### src/rtl/pcm_pkg.sv
// Function
// - map the sensor's 1,800-revolution span onto the user coordinate range at start
// - sample generation selection, range, ratio and offset only at power-on
// - regenerate the initial coordinate on every power-on, wrap enabled or not
// - with wrap enabled, preset present position when leaving the wrap range
// - crossing the wrap boundary jumps to the opposite-signed range end
// - offset ratio puts that share of the range on the negative side
// - separate 32-bit step counter, never preset by wrapping
// - step counter is signed and rolls over at both extremes
// - coordinate-established flag high exactly while a coordinate is set
// - without coordinate refuse high-speed home, and absolute moves unless permitted
// - absolute-without-coordinate permission: 0 disable, 1 enable, default 0
// - factory home present in sensor raises factory-home flag, never changes
// - home or preset raises user-home flag; preset clear removes user home
// - newly set user home is written to non-volatile memory
// - preset loads command and feedback position with preset value, sets home
// - after a mechanical home is set, coordinates centre on it
// - generation selection 0 takes sensor values, 1 takes manual values
// - flag low at factory state, after clear, resolution change after a nonzero preset, during homing
package pcm_pkg;
   localparam int REV_W = 11;
   localparam int STEP_W = 16;
   localparam int RATIO_W = 14;
   localparam int POS_W = 32;
   localparam int PROD_W = 46;
   localparam int ACC_W = 34;
   localparam logic [REV_W-1:0] SPAN_REVS = 11'h708;
   localparam logic [RATIO_W-1:0] RATIO_FULL = 14'h2710;
   localparam logic [5:0] DIV_LAST = 6'h2D;
   localparam logic SEL_SENSOR = 1'b0;
   localparam logic SEL_MANUAL = 1'b1;
   localparam logic [POS_W-1:0] POS_RST = 32'h0;

   typedef enum logic [1:0] {
      ST_WAIT = 2'b00,
      ST_DIV = 2'b01,
      ST_MOD = 2'b10,
      ST_RUN = 2'b11
   } init_state_t;
endpackage : pcm_pkg

### src/rtl/position_coordinate_manager.sv
`timescale 1ns/1ns
module position_coordinate_manager (
   input wire logic clk_i,
   input wire logic reset_i,
   input wire logic sensor_valid_i,
   input wire logic [10:0] sensor_rev_i,
   input wire logic [15:0] sensor_step_i,
   input wire logic [15:0] steps_per_rev_i,
   input wire logic sensor_factory_home_i,
   input wire logic sensor_user_home_i,
   input wire logic [31:0] sensor_home_abs_i,
   input wire logic [10:0] sensor_range_rev_i,
   input wire logic [13:0] sensor_ratio_i,
   input wire logic [31:0] sensor_offset_i,
   input wire logic sensor_wrap_en_i,
   input wire logic coord_sel_i,
   input wire logic [10:0] man_range_rev_i,
   input wire logic [13:0] man_ratio_i,
   input wire logic [31:0] man_offset_i,
   input wire logic man_wrap_en_i,
   input wire logic cmd_step_i,
   input wire logic cmd_dir_i,
   input wire logic fb_step_i,
   input wire logic fb_dir_i,
   input wire logic preset_i,
   input wire logic [31:0] preset_pos_i,
   input wire logic preset_clear_i,
   input wire logic home_busy_i,
   input wire logic home_done_i,
   input wire logic resolution_change_i,
   input wire logic abs_req_i,
   input wire logic hs_home_req_i,
   input wire logic abs_permit_i,
   output logic init_done_o,
   output logic [31:0] cmd_pos_o,
   output logic [31:0] fb_pos_o,
   output logic [31:0] step_count_o,
   output logic coordinate_established_flag_o,
   output logic factory_home_flag_o,
   output logic user_home_flag_o,
   output logic nvm_write_o,
   output logic [31:0] nvm_data_o,
   output logic abs_accept_o,
   output logic abs_refuse_o,
   output logic hs_home_accept_o,
   output logic hs_home_refuse_o
);

   // plus or minus one, rolling over at the 32-bit ends
   function automatic logic [31:0] step_one(
      input logic [31:0] p,
      input logic up
   );
      step_one = up ? p + 32'h1 : p - 32'h1;
   endfunction : step_one

   // one step of a coordinate, folding at the wrap range ends
   function automatic logic [31:0] wrap_step(
      input logic [31:0] p,
      input logic up,
      input logic en,
      input logic [31:0] lo,
      input logic [31:0] hi
   );
      logic [31:0] top;
      top = hi - 32'h1;
      if (!en) begin
         wrap_step = step_one(p, up);
      end else if (up) begin
         wrap_step = (p == top) ? lo : p + 32'h1;
      end else begin
         wrap_step = (p == lo) ? top : p - 32'h1;
      end
   endfunction : wrap_step

   pcm_pkg::init_state_t state_q;
   logic [10:0] range_q;
   logic [15:0] spr_q;
   logic [31:0] offset_q;
   logic wrap_en_q;
   logic [31:0] abs_q;
   logic [31:0] home_abs_q;
   logic fhome_q;
   logic uhome_q;
   logic lost_q;
   logic preset_nz_q;
   logic established_q;
   logic [5:0] cnt_q;
   logic [45:0] quo_q;
   logic [13:0] rem_q;
   logic [33:0] acc_q;
   logic [31:0] neg_q;
   logic [31:0] cmd_pos_q;
   logic [31:0] fb_pos_q;
   logic [31:0] step_count_q;
   logic nvm_write_q;
   logic [31:0] nvm_data_q;
   logic abs_accept_q;
   logic abs_refuse_q;
   logic hs_accept_q;
   logic hs_refuse_q;

   logic [10:0] range_d;
   logic [13:0] ratio_d;
   logic [31:0] offset_d;
   logic wrap_en_d;
   logic [31:0] range_steps;
   logic [31:0] range_steps_d;
   logic [33:0] span_steps;
   logic [14:0] rem_s;
   logic rem_ge;
   logic [45:0] quo_next;
   logic [31:0] neg_d;
   logic [31:0] lo;
   logic [31:0] hi;
   logic run;
   logic home_set;
   logic div_end;
   logic mod_end;
   logic abs_ok;
   logic [31:0] gen_pos;

   // parameter source selection, only consumed while waiting at power-on
   always_comb begin
      if (coord_sel_i == pcm_pkg::SEL_MANUAL) begin
         range_d = man_range_rev_i;
         ratio_d = man_ratio_i;
         offset_d = man_offset_i;
         wrap_en_d = man_wrap_en_i;
      end else begin
         range_d = sensor_range_rev_i;
         ratio_d = sensor_ratio_i;
         offset_d = sensor_offset_i;
         wrap_en_d = sensor_wrap_en_i;
      end
      // zero range is not usable, fall back to the whole span
      if (range_d == 11'h0) begin
         range_d = pcm_pkg::SPAN_REVS;
      end
   end

   assign range_steps = 32'(range_q * spr_q);
   assign range_steps_d = 32'(range_d * steps_per_rev_i);
   assign span_steps = 34'(pcm_pkg::SPAN_REVS * spr_q);
   // restoring divide by full scale, one quotient bit a cycle
   assign rem_s = {rem_q, quo_q[45]};
   assign rem_ge = rem_s >= {1'b0, pcm_pkg::RATIO_FULL};
   assign quo_next = {quo_q[44:0], rem_ge};
   assign neg_d = quo_next[31:0] + offset_q;
   assign lo = 32'h0 - neg_q;
   assign hi = range_steps - neg_q;
   assign run = state_q == pcm_pkg::ST_RUN;
   assign home_set = run && (preset_i || home_done_i);
   assign div_end = state_q == pcm_pkg::ST_DIV && cnt_q == pcm_pkg::DIV_LAST;
   assign mod_end = state_q == pcm_pkg::ST_MOD && acc_q < 34'(range_steps);
   assign abs_ok = run && (established_q || abs_permit_i);
   assign gen_pos = acc_q[31:0] - neg_q;

   // initial coordinate generation sequence
   always_ff @(posedge clk_i or posedge reset_i) begin
      if (reset_i) begin
         state_q <= pcm_pkg::ST_WAIT;
         cnt_q <= 6'h0;
         quo_q <= 46'h0;
         rem_q <= 14'h0;
         acc_q <= 34'h0;
      end else begin
         case (state_q)
            pcm_pkg::ST_WAIT: begin
               if (sensor_valid_i) begin
                  quo_q <= 46'(range_steps_d * ratio_d);
                  rem_q <= 14'h0;
                  cnt_q <= 6'h0;
                  state_q <= pcm_pkg::ST_DIV;
               end
            end
            pcm_pkg::ST_DIV: begin
               quo_q <= quo_next;
               rem_q <= rem_ge ? 14'(rem_s - {1'b0, pcm_pkg::RATIO_FULL}) : rem_s[13:0];
               cnt_q <= cnt_q + 6'h1;
               if (cnt_q == pcm_pkg::DIV_LAST) begin
                  // distance from stored home, biased by negative share
                  acc_q <= 34'(abs_q) + span_steps - 34'(home_abs_q) + 34'(neg_d);
                  state_q <= pcm_pkg::ST_MOD;
               end
            end
            pcm_pkg::ST_MOD: begin
               if (acc_q >= 34'(range_steps)) begin
                  acc_q <= acc_q - 34'(range_steps);
               end else begin
                  state_q <= pcm_pkg::ST_RUN;
               end
            end
            pcm_pkg::ST_RUN: begin
               state_q <= pcm_pkg::ST_RUN;
            end
            default: begin
               state_q <= pcm_pkg::ST_WAIT;
            end
         endcase
      end
   end

   // power-on sample of generation parameters and sensor image
   always_ff @(posedge clk_i or posedge reset_i) begin
      if (reset_i) begin
         range_q <= pcm_pkg::SPAN_REVS;
         spr_q <= 16'h0;
         offset_q <= 32'h0;
         wrap_en_q <= 1'b0;
         abs_q <= 32'h0;
         home_abs_q <= 32'h0;
      end else if (state_q == pcm_pkg::ST_WAIT && sensor_valid_i) begin
         range_q <= range_d;
         spr_q <= steps_per_rev_i;
         offset_q <= offset_d;
         wrap_en_q <= wrap_en_d;
         abs_q <= 32'(sensor_rev_i * steps_per_rev_i) + 32'(sensor_step_i);
         home_abs_q <= (sensor_factory_home_i || sensor_user_home_i) ? sensor_home_abs_i
                                                                      : 32'h0;
      end
   end

   always_ff @(posedge clk_i or posedge reset_i) begin
      if (reset_i) begin
         neg_q <= 32'h0;
      end else if (div_end) begin
         neg_q <= neg_d;
      end
   end

   // command and feedback coordinates
   always_ff @(posedge clk_i or posedge reset_i) begin
      if (reset_i) begin
         cmd_pos_q <= pcm_pkg::POS_RST;
         fb_pos_q <= pcm_pkg::POS_RST;
      end else if (mod_end) begin
         cmd_pos_q <= gen_pos;
         fb_pos_q <= gen_pos;
      end else if (home_set) begin
         cmd_pos_q <= preset_pos_i;
         fb_pos_q <= preset_pos_i;
      end else if (run) begin
         if (cmd_step_i) begin
            cmd_pos_q <= wrap_step(cmd_pos_q, cmd_dir_i, wrap_en_q, lo, hi);
         end
         if (fb_step_i) begin
            fb_pos_q <= wrap_step(fb_pos_q, fb_dir_i, wrap_en_q, lo, hi);
         end
      end
   end

   // free-running motor step counter, untouched by wrap and preset
   always_ff @(posedge clk_i or posedge reset_i) begin
      if (reset_i) begin
         step_count_q <= pcm_pkg::POS_RST;
      end else if (cmd_step_i) begin
         step_count_q <= step_one(step_count_q, cmd_dir_i);
      end
   end

   // home flags
   always_ff @(posedge clk_i or posedge reset_i) begin
      if (reset_i) begin
         fhome_q <= 1'b0;
         uhome_q <= 1'b0;
      end else if (state_q == pcm_pkg::ST_WAIT) begin
         if (sensor_valid_i) begin
            fhome_q <= sensor_factory_home_i;
            uhome_q <= sensor_user_home_i;
         end
      end else if (home_set) begin
         uhome_q <= 1'b1;
      end else if (preset_clear_i) begin
         uhome_q <= 1'b0;
      end
   end

   // coordinate loss bookkeeping; a home set wins over a clear
   always_ff @(posedge clk_i or posedge reset_i) begin
      if (reset_i) begin
         lost_q <= 1'b0;
         preset_nz_q <= 1'b0;
      end else if (home_set) begin
         lost_q <= 1'b0;
         preset_nz_q <= preset_pos_i != 32'h0;
      end else if (preset_clear_i) begin
         lost_q <= 1'b1;
      end else if (resolution_change_i && preset_nz_q) begin
         lost_q <= 1'b1;
      end
   end

   always_ff @(posedge clk_i or posedge reset_i) begin
      if (reset_i) begin
         established_q <= 1'b0;
      end else begin
         established_q <= run && (fhome_q || uhome_q) && !lost_q && !home_busy_i;
      end
   end

   // user home goes to non-volatile memory, so only on an actual set
   always_ff @(posedge clk_i or posedge reset_i) begin
      if (reset_i) begin
         nvm_write_q <= 1'b0;
         nvm_data_q <= 32'h0;
      end else begin
         nvm_write_q <= home_set;
         if (home_set) begin
            nvm_data_q <= preset_pos_i;
         end
      end
   end

   // operation gating
   always_ff @(posedge clk_i or posedge reset_i) begin
      if (reset_i) begin
         abs_accept_q <= 1'b0;
         abs_refuse_q <= 1'b0;
         hs_accept_q <= 1'b0;
         hs_refuse_q <= 1'b0;
      end else begin
         abs_accept_q <= abs_req_i && abs_ok;
         abs_refuse_q <= abs_req_i && !abs_ok;
         hs_accept_q <= hs_home_req_i && established_q;
         hs_refuse_q <= hs_home_req_i && !established_q;
      end
   end

   assign init_done_o = run;
   assign cmd_pos_o = cmd_pos_q;
   assign fb_pos_o = fb_pos_q;
   assign step_count_o = step_count_q;
   assign coordinate_established_flag_o = established_q;
   assign factory_home_flag_o = fhome_q;
   assign user_home_flag_o = uhome_q;
   assign nvm_write_o = nvm_write_q;
   assign nvm_data_o = nvm_data_q;
   assign abs_accept_o = abs_accept_q;
   assign abs_refuse_o = abs_refuse_q;
   assign hs_home_accept_o = hs_accept_q;
   assign hs_home_refuse_o = hs_refuse_q;

endmodule : position_coordinate_manager

### config.mk
export PLATFORM = sky130hd
export DESIGN_NAME = position_coordinate_manager
export DESIGN_NICKNAME = d
export VERILOG_FILES = /design/src/rtl/pcm_pkg.sv /design/src/rtl/position_coordinate_manager.sv
export SDC_FILE = /design/constraint.sdc
export NUM_CORES = 2
export LEC_CHECK = 0
export ABC_AREA = 1
export BUFFER_PORTS_ARGS = -buffer_cell sky130_fd_sc_hd__buf_2
export CAP_MARGIN = 40
export CORE_MARGIN = 2
export CORE_UTILIZATION = 60
export CTS_CLUSTER_SIZE = 25
export DETAILED_ROUTE_END_ITERATION = 16
export PLACE_DENSITY = 0.9
export SLEW_MARGIN = 30
export SYNTH_ARGS = -nofsm -noshare
export SYNTH_HDL_FRONTEND = slang
export SYNTH_SLANG_ARGS = --single-unit
### constraint.sdc
create_clock -name clk_i -period 12.53 [get_ports clk_i]
set_input_delay 0.6265 -clock clk_i [delete_from_list [all_inputs] [get_ports clk_i]]
set_output_delay 0.6265 -clock clk_i [all_outputs]
set_load 0.1 [all_outputs]
After elaboration in Yosys (flattened, before gate mapping)
Cells that the tools add are included.

$add $sub $neg: 18. Multiply operators: 5. Magnitude comparators: 3. Eq/ne operators: 12. Multiplexer cells: 46. Reduce and logical (&&, ||, !) cells: 38.

Operators by type and width (count): 32-bit two-way mux (21); 32-bit == test (4); 32-bit by 1-bit subtractor with 32-bit output, second input constant (4); 32-bit by 1-bit adder with 32-bit output, second input constant (3); 46-bit case mux with 2 select lines (1); 11-bit by 16-bit multiplier with 27-bit output (3); 34-bit two-way mux (2); 34-bit case mux with 2 select lines (1); 46-bit two-way mux (1); 14-bit two-way mux (3); 27-bit by 14-bit multiplier with 41-bit output (1); 34-bit by 32-bit adder with 34-bit output (1); 34-bit by 27-bit >= comparator with 1-bit output (1); 34-bit by 27-bit < comparator with 1-bit output (1); 33-bit by 32-bit subtractor with 34-bit output (1); 34-bit by 27-bit subtractor with 34-bit output (1); 32-bit by 27-bit adder with 33-bit output (1); 32-bit adder (1); 32-bit nonzero test (1); 1-bit by 32-bit subtractor with 32-bit output, first input constant (1); 27-bit by 32-bit subtractor with 32-bit output (1); 32-bit subtractor (1); 27-bit by 16-bit adder with 28-bit output (1); 14-bit case mux with 2 select lines (1); other kinds (24) (65).

Flip-flop bits (word level): 396.

Depth between registers and ports, before layout
Depth after elaboration: 11. Mapped depth: 61. Gate-level depth less buffers: 60.

Least setup slack after synthesis
No wires, ideal clock.

Path type: input to register. Start point: input coord_sel_i. End point: register quo_q[38]. Library setup time: 125 ps. Arrival: 11554 ps. Slack: 851 ps. Stages on the path: 48. Buffers on the path: 3. Path through: buf_1 o21ai_1 inv_1 nor4_1 nand4_1 nand2_1 clkbuf_1 nand2_1 fa_1 fa_1 inv_1 fa_1 fa_1 inv_1 fa_1 inv_1 ha_1 a21oi_1 [12 not listed] fa_1 inv_1 fa_1 fa_1 fa_1 inv_1 fa_1 inv_1 ha_1 a21oi_1 o21a_1 o21ai_0 a221oi_1 o21ai_0 a211o_1 or2_2 nand3_1 nand3_1.

Cells in the longest elaborated chain, start to end: 7.

Ends and longest elaborated chain: start, declared (line position_coordinate_manager.sv:16) `input wire logic coord_sel_i,`; 11-bit two-way mux (line position_coordinate_manager.sv:125) `if (coord_sel_i == pcm_pkg::SEL_MANUAL) begin`; 11-bit logical NOT (line position_coordinate_manager.sv:137) `if (range_d == 11'h0) begin`; 11-bit two-way mux (line position_coordinate_manager.sv:137); 11-bit by 16-bit multiplier with 27-bit output (line position_coordinate_manager.sv:143) `assign range_steps_d = 32'(range_d * steps_per_rev_i);`; 27-bit by 14-bit multiplier with 41-bit output (*) (line position_coordinate_manager.sv:171) `quo_q <= 46'(range_steps_d * ratio_d);`; 46-bit two-way mux (*) (line position_coordinate_manager.sv:170) `if (sensor_valid_i) begin`; 46-bit case mux with 2 select lines (*) (line position_coordinate_manager.sv:168) `case (state_q)`; end signal, assigned (line position_coordinate_manager.sv:171); end signal, assigned (line position_coordinate_manager.sv:178) `quo_q <= quo_next;`; end, declared (line position_coordinate_manager.sv:89) `logic [45:0] quo_q;`.

Mark *: on every way between the ends. The rest lies on a longest branch, timed or not. The select of a mux whose other input is x is not followed. A chain may end at the register's enable or synchronous reset.

Worst setup path in the final report
Start point: input coord_sel_i. End point: register quo_q[26].

Same word-level chain as after synthesis.

==> flow_summary_export.csv <==
group,metric,value,unit
yosys,synthCells,9771,
yosys,ys.flop_type,"dfrtp_1",
detailed_routing,routed_via_density,6.091,
status,outcome,"complete, but fails checks",
place,place.gp.congestion,1.063,
die,die_w,342.2,um
die,core-area,113900,um^2
critical_path,crit_fanout,13,
place,dpl.hpwl,226000,um
critical_path,max_stage_delay,560,ps
yosys,synth_edf_count,0,
critical_path,cp.arrival,12310,ps
die,die_area,117100,um^2
cts,cts_hold_buf,0,
critical_path,crit_required,13080,ps
critical_path,r2r-start,"range_q[2]",
yosys,ys_ff_latch,392,
yosys,synth.distinct_cells,76,
yosys,ys.warnings.count,0,
sta,fmax,85.05,MHz
critical_path,cp_slowest_cell,"fa_1",
sta,rsz0062_at_grt,"false",
yosys,synth_common_cells,"2639 x nand2_1, 1687 x inv_1, 798 x nor2_1",
critical_path,start_kind,"primary input",
cells_and_area,final_nets,11639,
cts,clock_path_buffers,3,
global_routing,grt_max_degree,100,
sta,worstMarginPinSlew,966.6,ps
cts,cts_made_buffers,50,
sta,finalCritPeriodShare,0.9383,
die,ios,378,
detailed_routing,ant_nets,0,
cts,cts_resized,0,
critical_path,rrSetupSlack,1410,ps
critical_path,r2r_cells,50,
sta,relSlewSlack,0.3556,
cts,post-cts-setup-buffer-count,0,
cts,cts_max_level,2,
critical_path,r2r-end,"cmd_pos_o[9]",
cells_and_area,post-route-util,0.6537,
critical_path,cpMostUsedCell,"fa_1",
sta,setup_viol,0,
cts,path_clk_slew,70,ps
global_routing,antenna_found_initial,14,
global_routing,overflow,0,
global_routing,grtUsageTotal,0.4736,
detailed_routing,drc,0,
yosys,synth.net_count,11347,
global_routing,grt_pass1_wl,419900,um
place,port_buffers,377,
yosys,yosys.area.top_type_share,0.2249,
sta,tns,0,ps
detailed_routing,drt_pass1_iterations,7,
status,failed_checks,"negative hold slack",
yosys,synth_area_leaders,"fa_1 22%, nand2_1 14%, dfrtp_1 14%, ha_1 10%, inv_1 9.2%",
sta,hold_ws,-23.32,ps
yosys,ys_async_sr_fraction,1.000,
yosys,yosysMostFrequentCell,"nand2_1",
cts,clock-sinks,392,
critical_path,crit_type,"primary input to register",
cts,clk_latency,700,ps
global_routing,first_global_vias,71969,
detailed_routing,drt_iter0_drc,7902,
cts,cts-root-buf,"clkbuf_16",
yosys,ys_seq_area_frac,0.1430,
sta,finalMaxSlewViolations,0,
critical_path,critPathLaunch,"coord_sel_i",
critical_path,crit_buf_inv,13,
die,start_util,0.6025,
cells_and_area,area_delta_synth_final,8.495,%
cells_and_area,fill_cells,9588,
detailed_routing,drt-total-wl,278100,um
cells_and_area,drive_gt1_frac,0.09243,
cts,cts_tree,"yes",
detailed_routing,avgRoutedWirePerCell,23.92,um
sta,fin_skew,29.24,ps
sta,fin_crit,11760,ps
detailed_routing,dr_total_vias,70801,
yosys,synth_top_area_cell,"fa_1",
run,drv_cap,0,
die,row_count,124,
yosys,syn_area,68620,um^2
yosys,avgSynthCellArea,7.023,um^2
critical_path,critPathTopFamily,"adder cells",
die,die-height,342.2,um
worst_hold_path,hold_class,"primary input to async pin",
sta,finalHoldViolations,5,
critical_path,crit_path_end_kind,"register",
-- registers in the layout, indices dropped and copies added, names as in the netlist, 16 cells and up --
register and flops:
quo_q 46, nvm_data_o 32, abs_q 28, step_count_o 32, home_abs_q 32, acc_q 34, offset_q 32, spr_q 16
fb_pos_o 32, neg_q 32, cmd_pos_o 32
-- metal layers --
metal,wire [um],global-route usage,share of wire,vias to the layer above
li1,-,-,-,31209
met1,93600,0.5293,0.34,33201
met2,125100,0.7601,0.45,4863
met3,29600,0.1179,0.11,1520
met4,29680,0.4026,0.11,8
met5,63,0,0.00023,-
-- layout make-up --
cell class,instances,area (um^2),share of cell area
Timing Repair Buffer,588,3626,0.04871
Sequential cell,392,9816,0.1318
Multi-Input combinational cell,7297,50880,0.6834
Inverter,1734,6518,0.08755
Tap cell,1512,1892,0.02541
Antenna cell,7,17.52,0.0002353
Clock inverter,31,341.6,0.004588
Clock buffer,63,1360,0.01827
-- logic make-up after synthesis --
group | Yosys count | share of synthesized area
xor gates and xnor gates | 290 | 0.03723
muxes | 4 | 0.0005835
adders and majority gates | 1335 | 0.3278
buffers and inverters | 2082 | 0.1173
and+or+nand+nor | 4365 | 0.2664
DFF | 392 | 0.1430
AOI/OAI and AO/OA | 1303 | 0.1076
-- metrics by stage --
stage / std cells / instance area, um^2 / setup slack, ps
after floorplan: 9771 / 68620 / 851.1
after global placement: 11494 / 72300 / 318.2
after detailed placement: 11518 / 72590 / 200.5
after CTS: 11612 / 74290 / 873.2
after global routing: 11618 / 74430 / 74.50
final: 11624 / 74450 / 772.5
-- worst max path at each step --
stage	to	cells after the start
2_1_floorplan	quo_q[38]	48
3_3_place_gp	quo_q[26]	54
3_5_place_dp	quo_q[38]	58
4_1_cts	quo_q[38]	58
5_1_grt	quo_q[38]	59
6_report	quo_q[26]	54
-- cell usage in the layout (no fill, tap or decap), types with 14 or more instances in the layout --
master / n
a21boi_0: 19
a21o_1: 17
a21oi_1: 452
a22oi_1: 31
a31oi_1: 85
and2_1: 14
buf_2: 378
buf_4: 198
clkbuf_16: 50
clkinv_1: 17
dfrtp_1: 387
fa_1: 771
ha_1: 564
inv_1: 1683
inv_2: 32
nand2_1: 2639
nand2_2: 27
nand3_1: 467
nand4_1: 135
nor2_1: 793
nor2_2: 29
nor2_4: 17
nor3_1: 69
nor4_1: 41
o211ai_1: 43
o21a_1: 16
o21ai_0: 427
o21ai_1: 70
o21bai_1: 22
o221ai_1: 15
o22ai_1: 19
o31ai_1: 15
or2_2: 80
xnor2_1: 73
xor2_1: 210
Power is left out: the tool's default activity adds up to more than one toggle a clock period on the data nets, which glitch-free logic cannot reach.
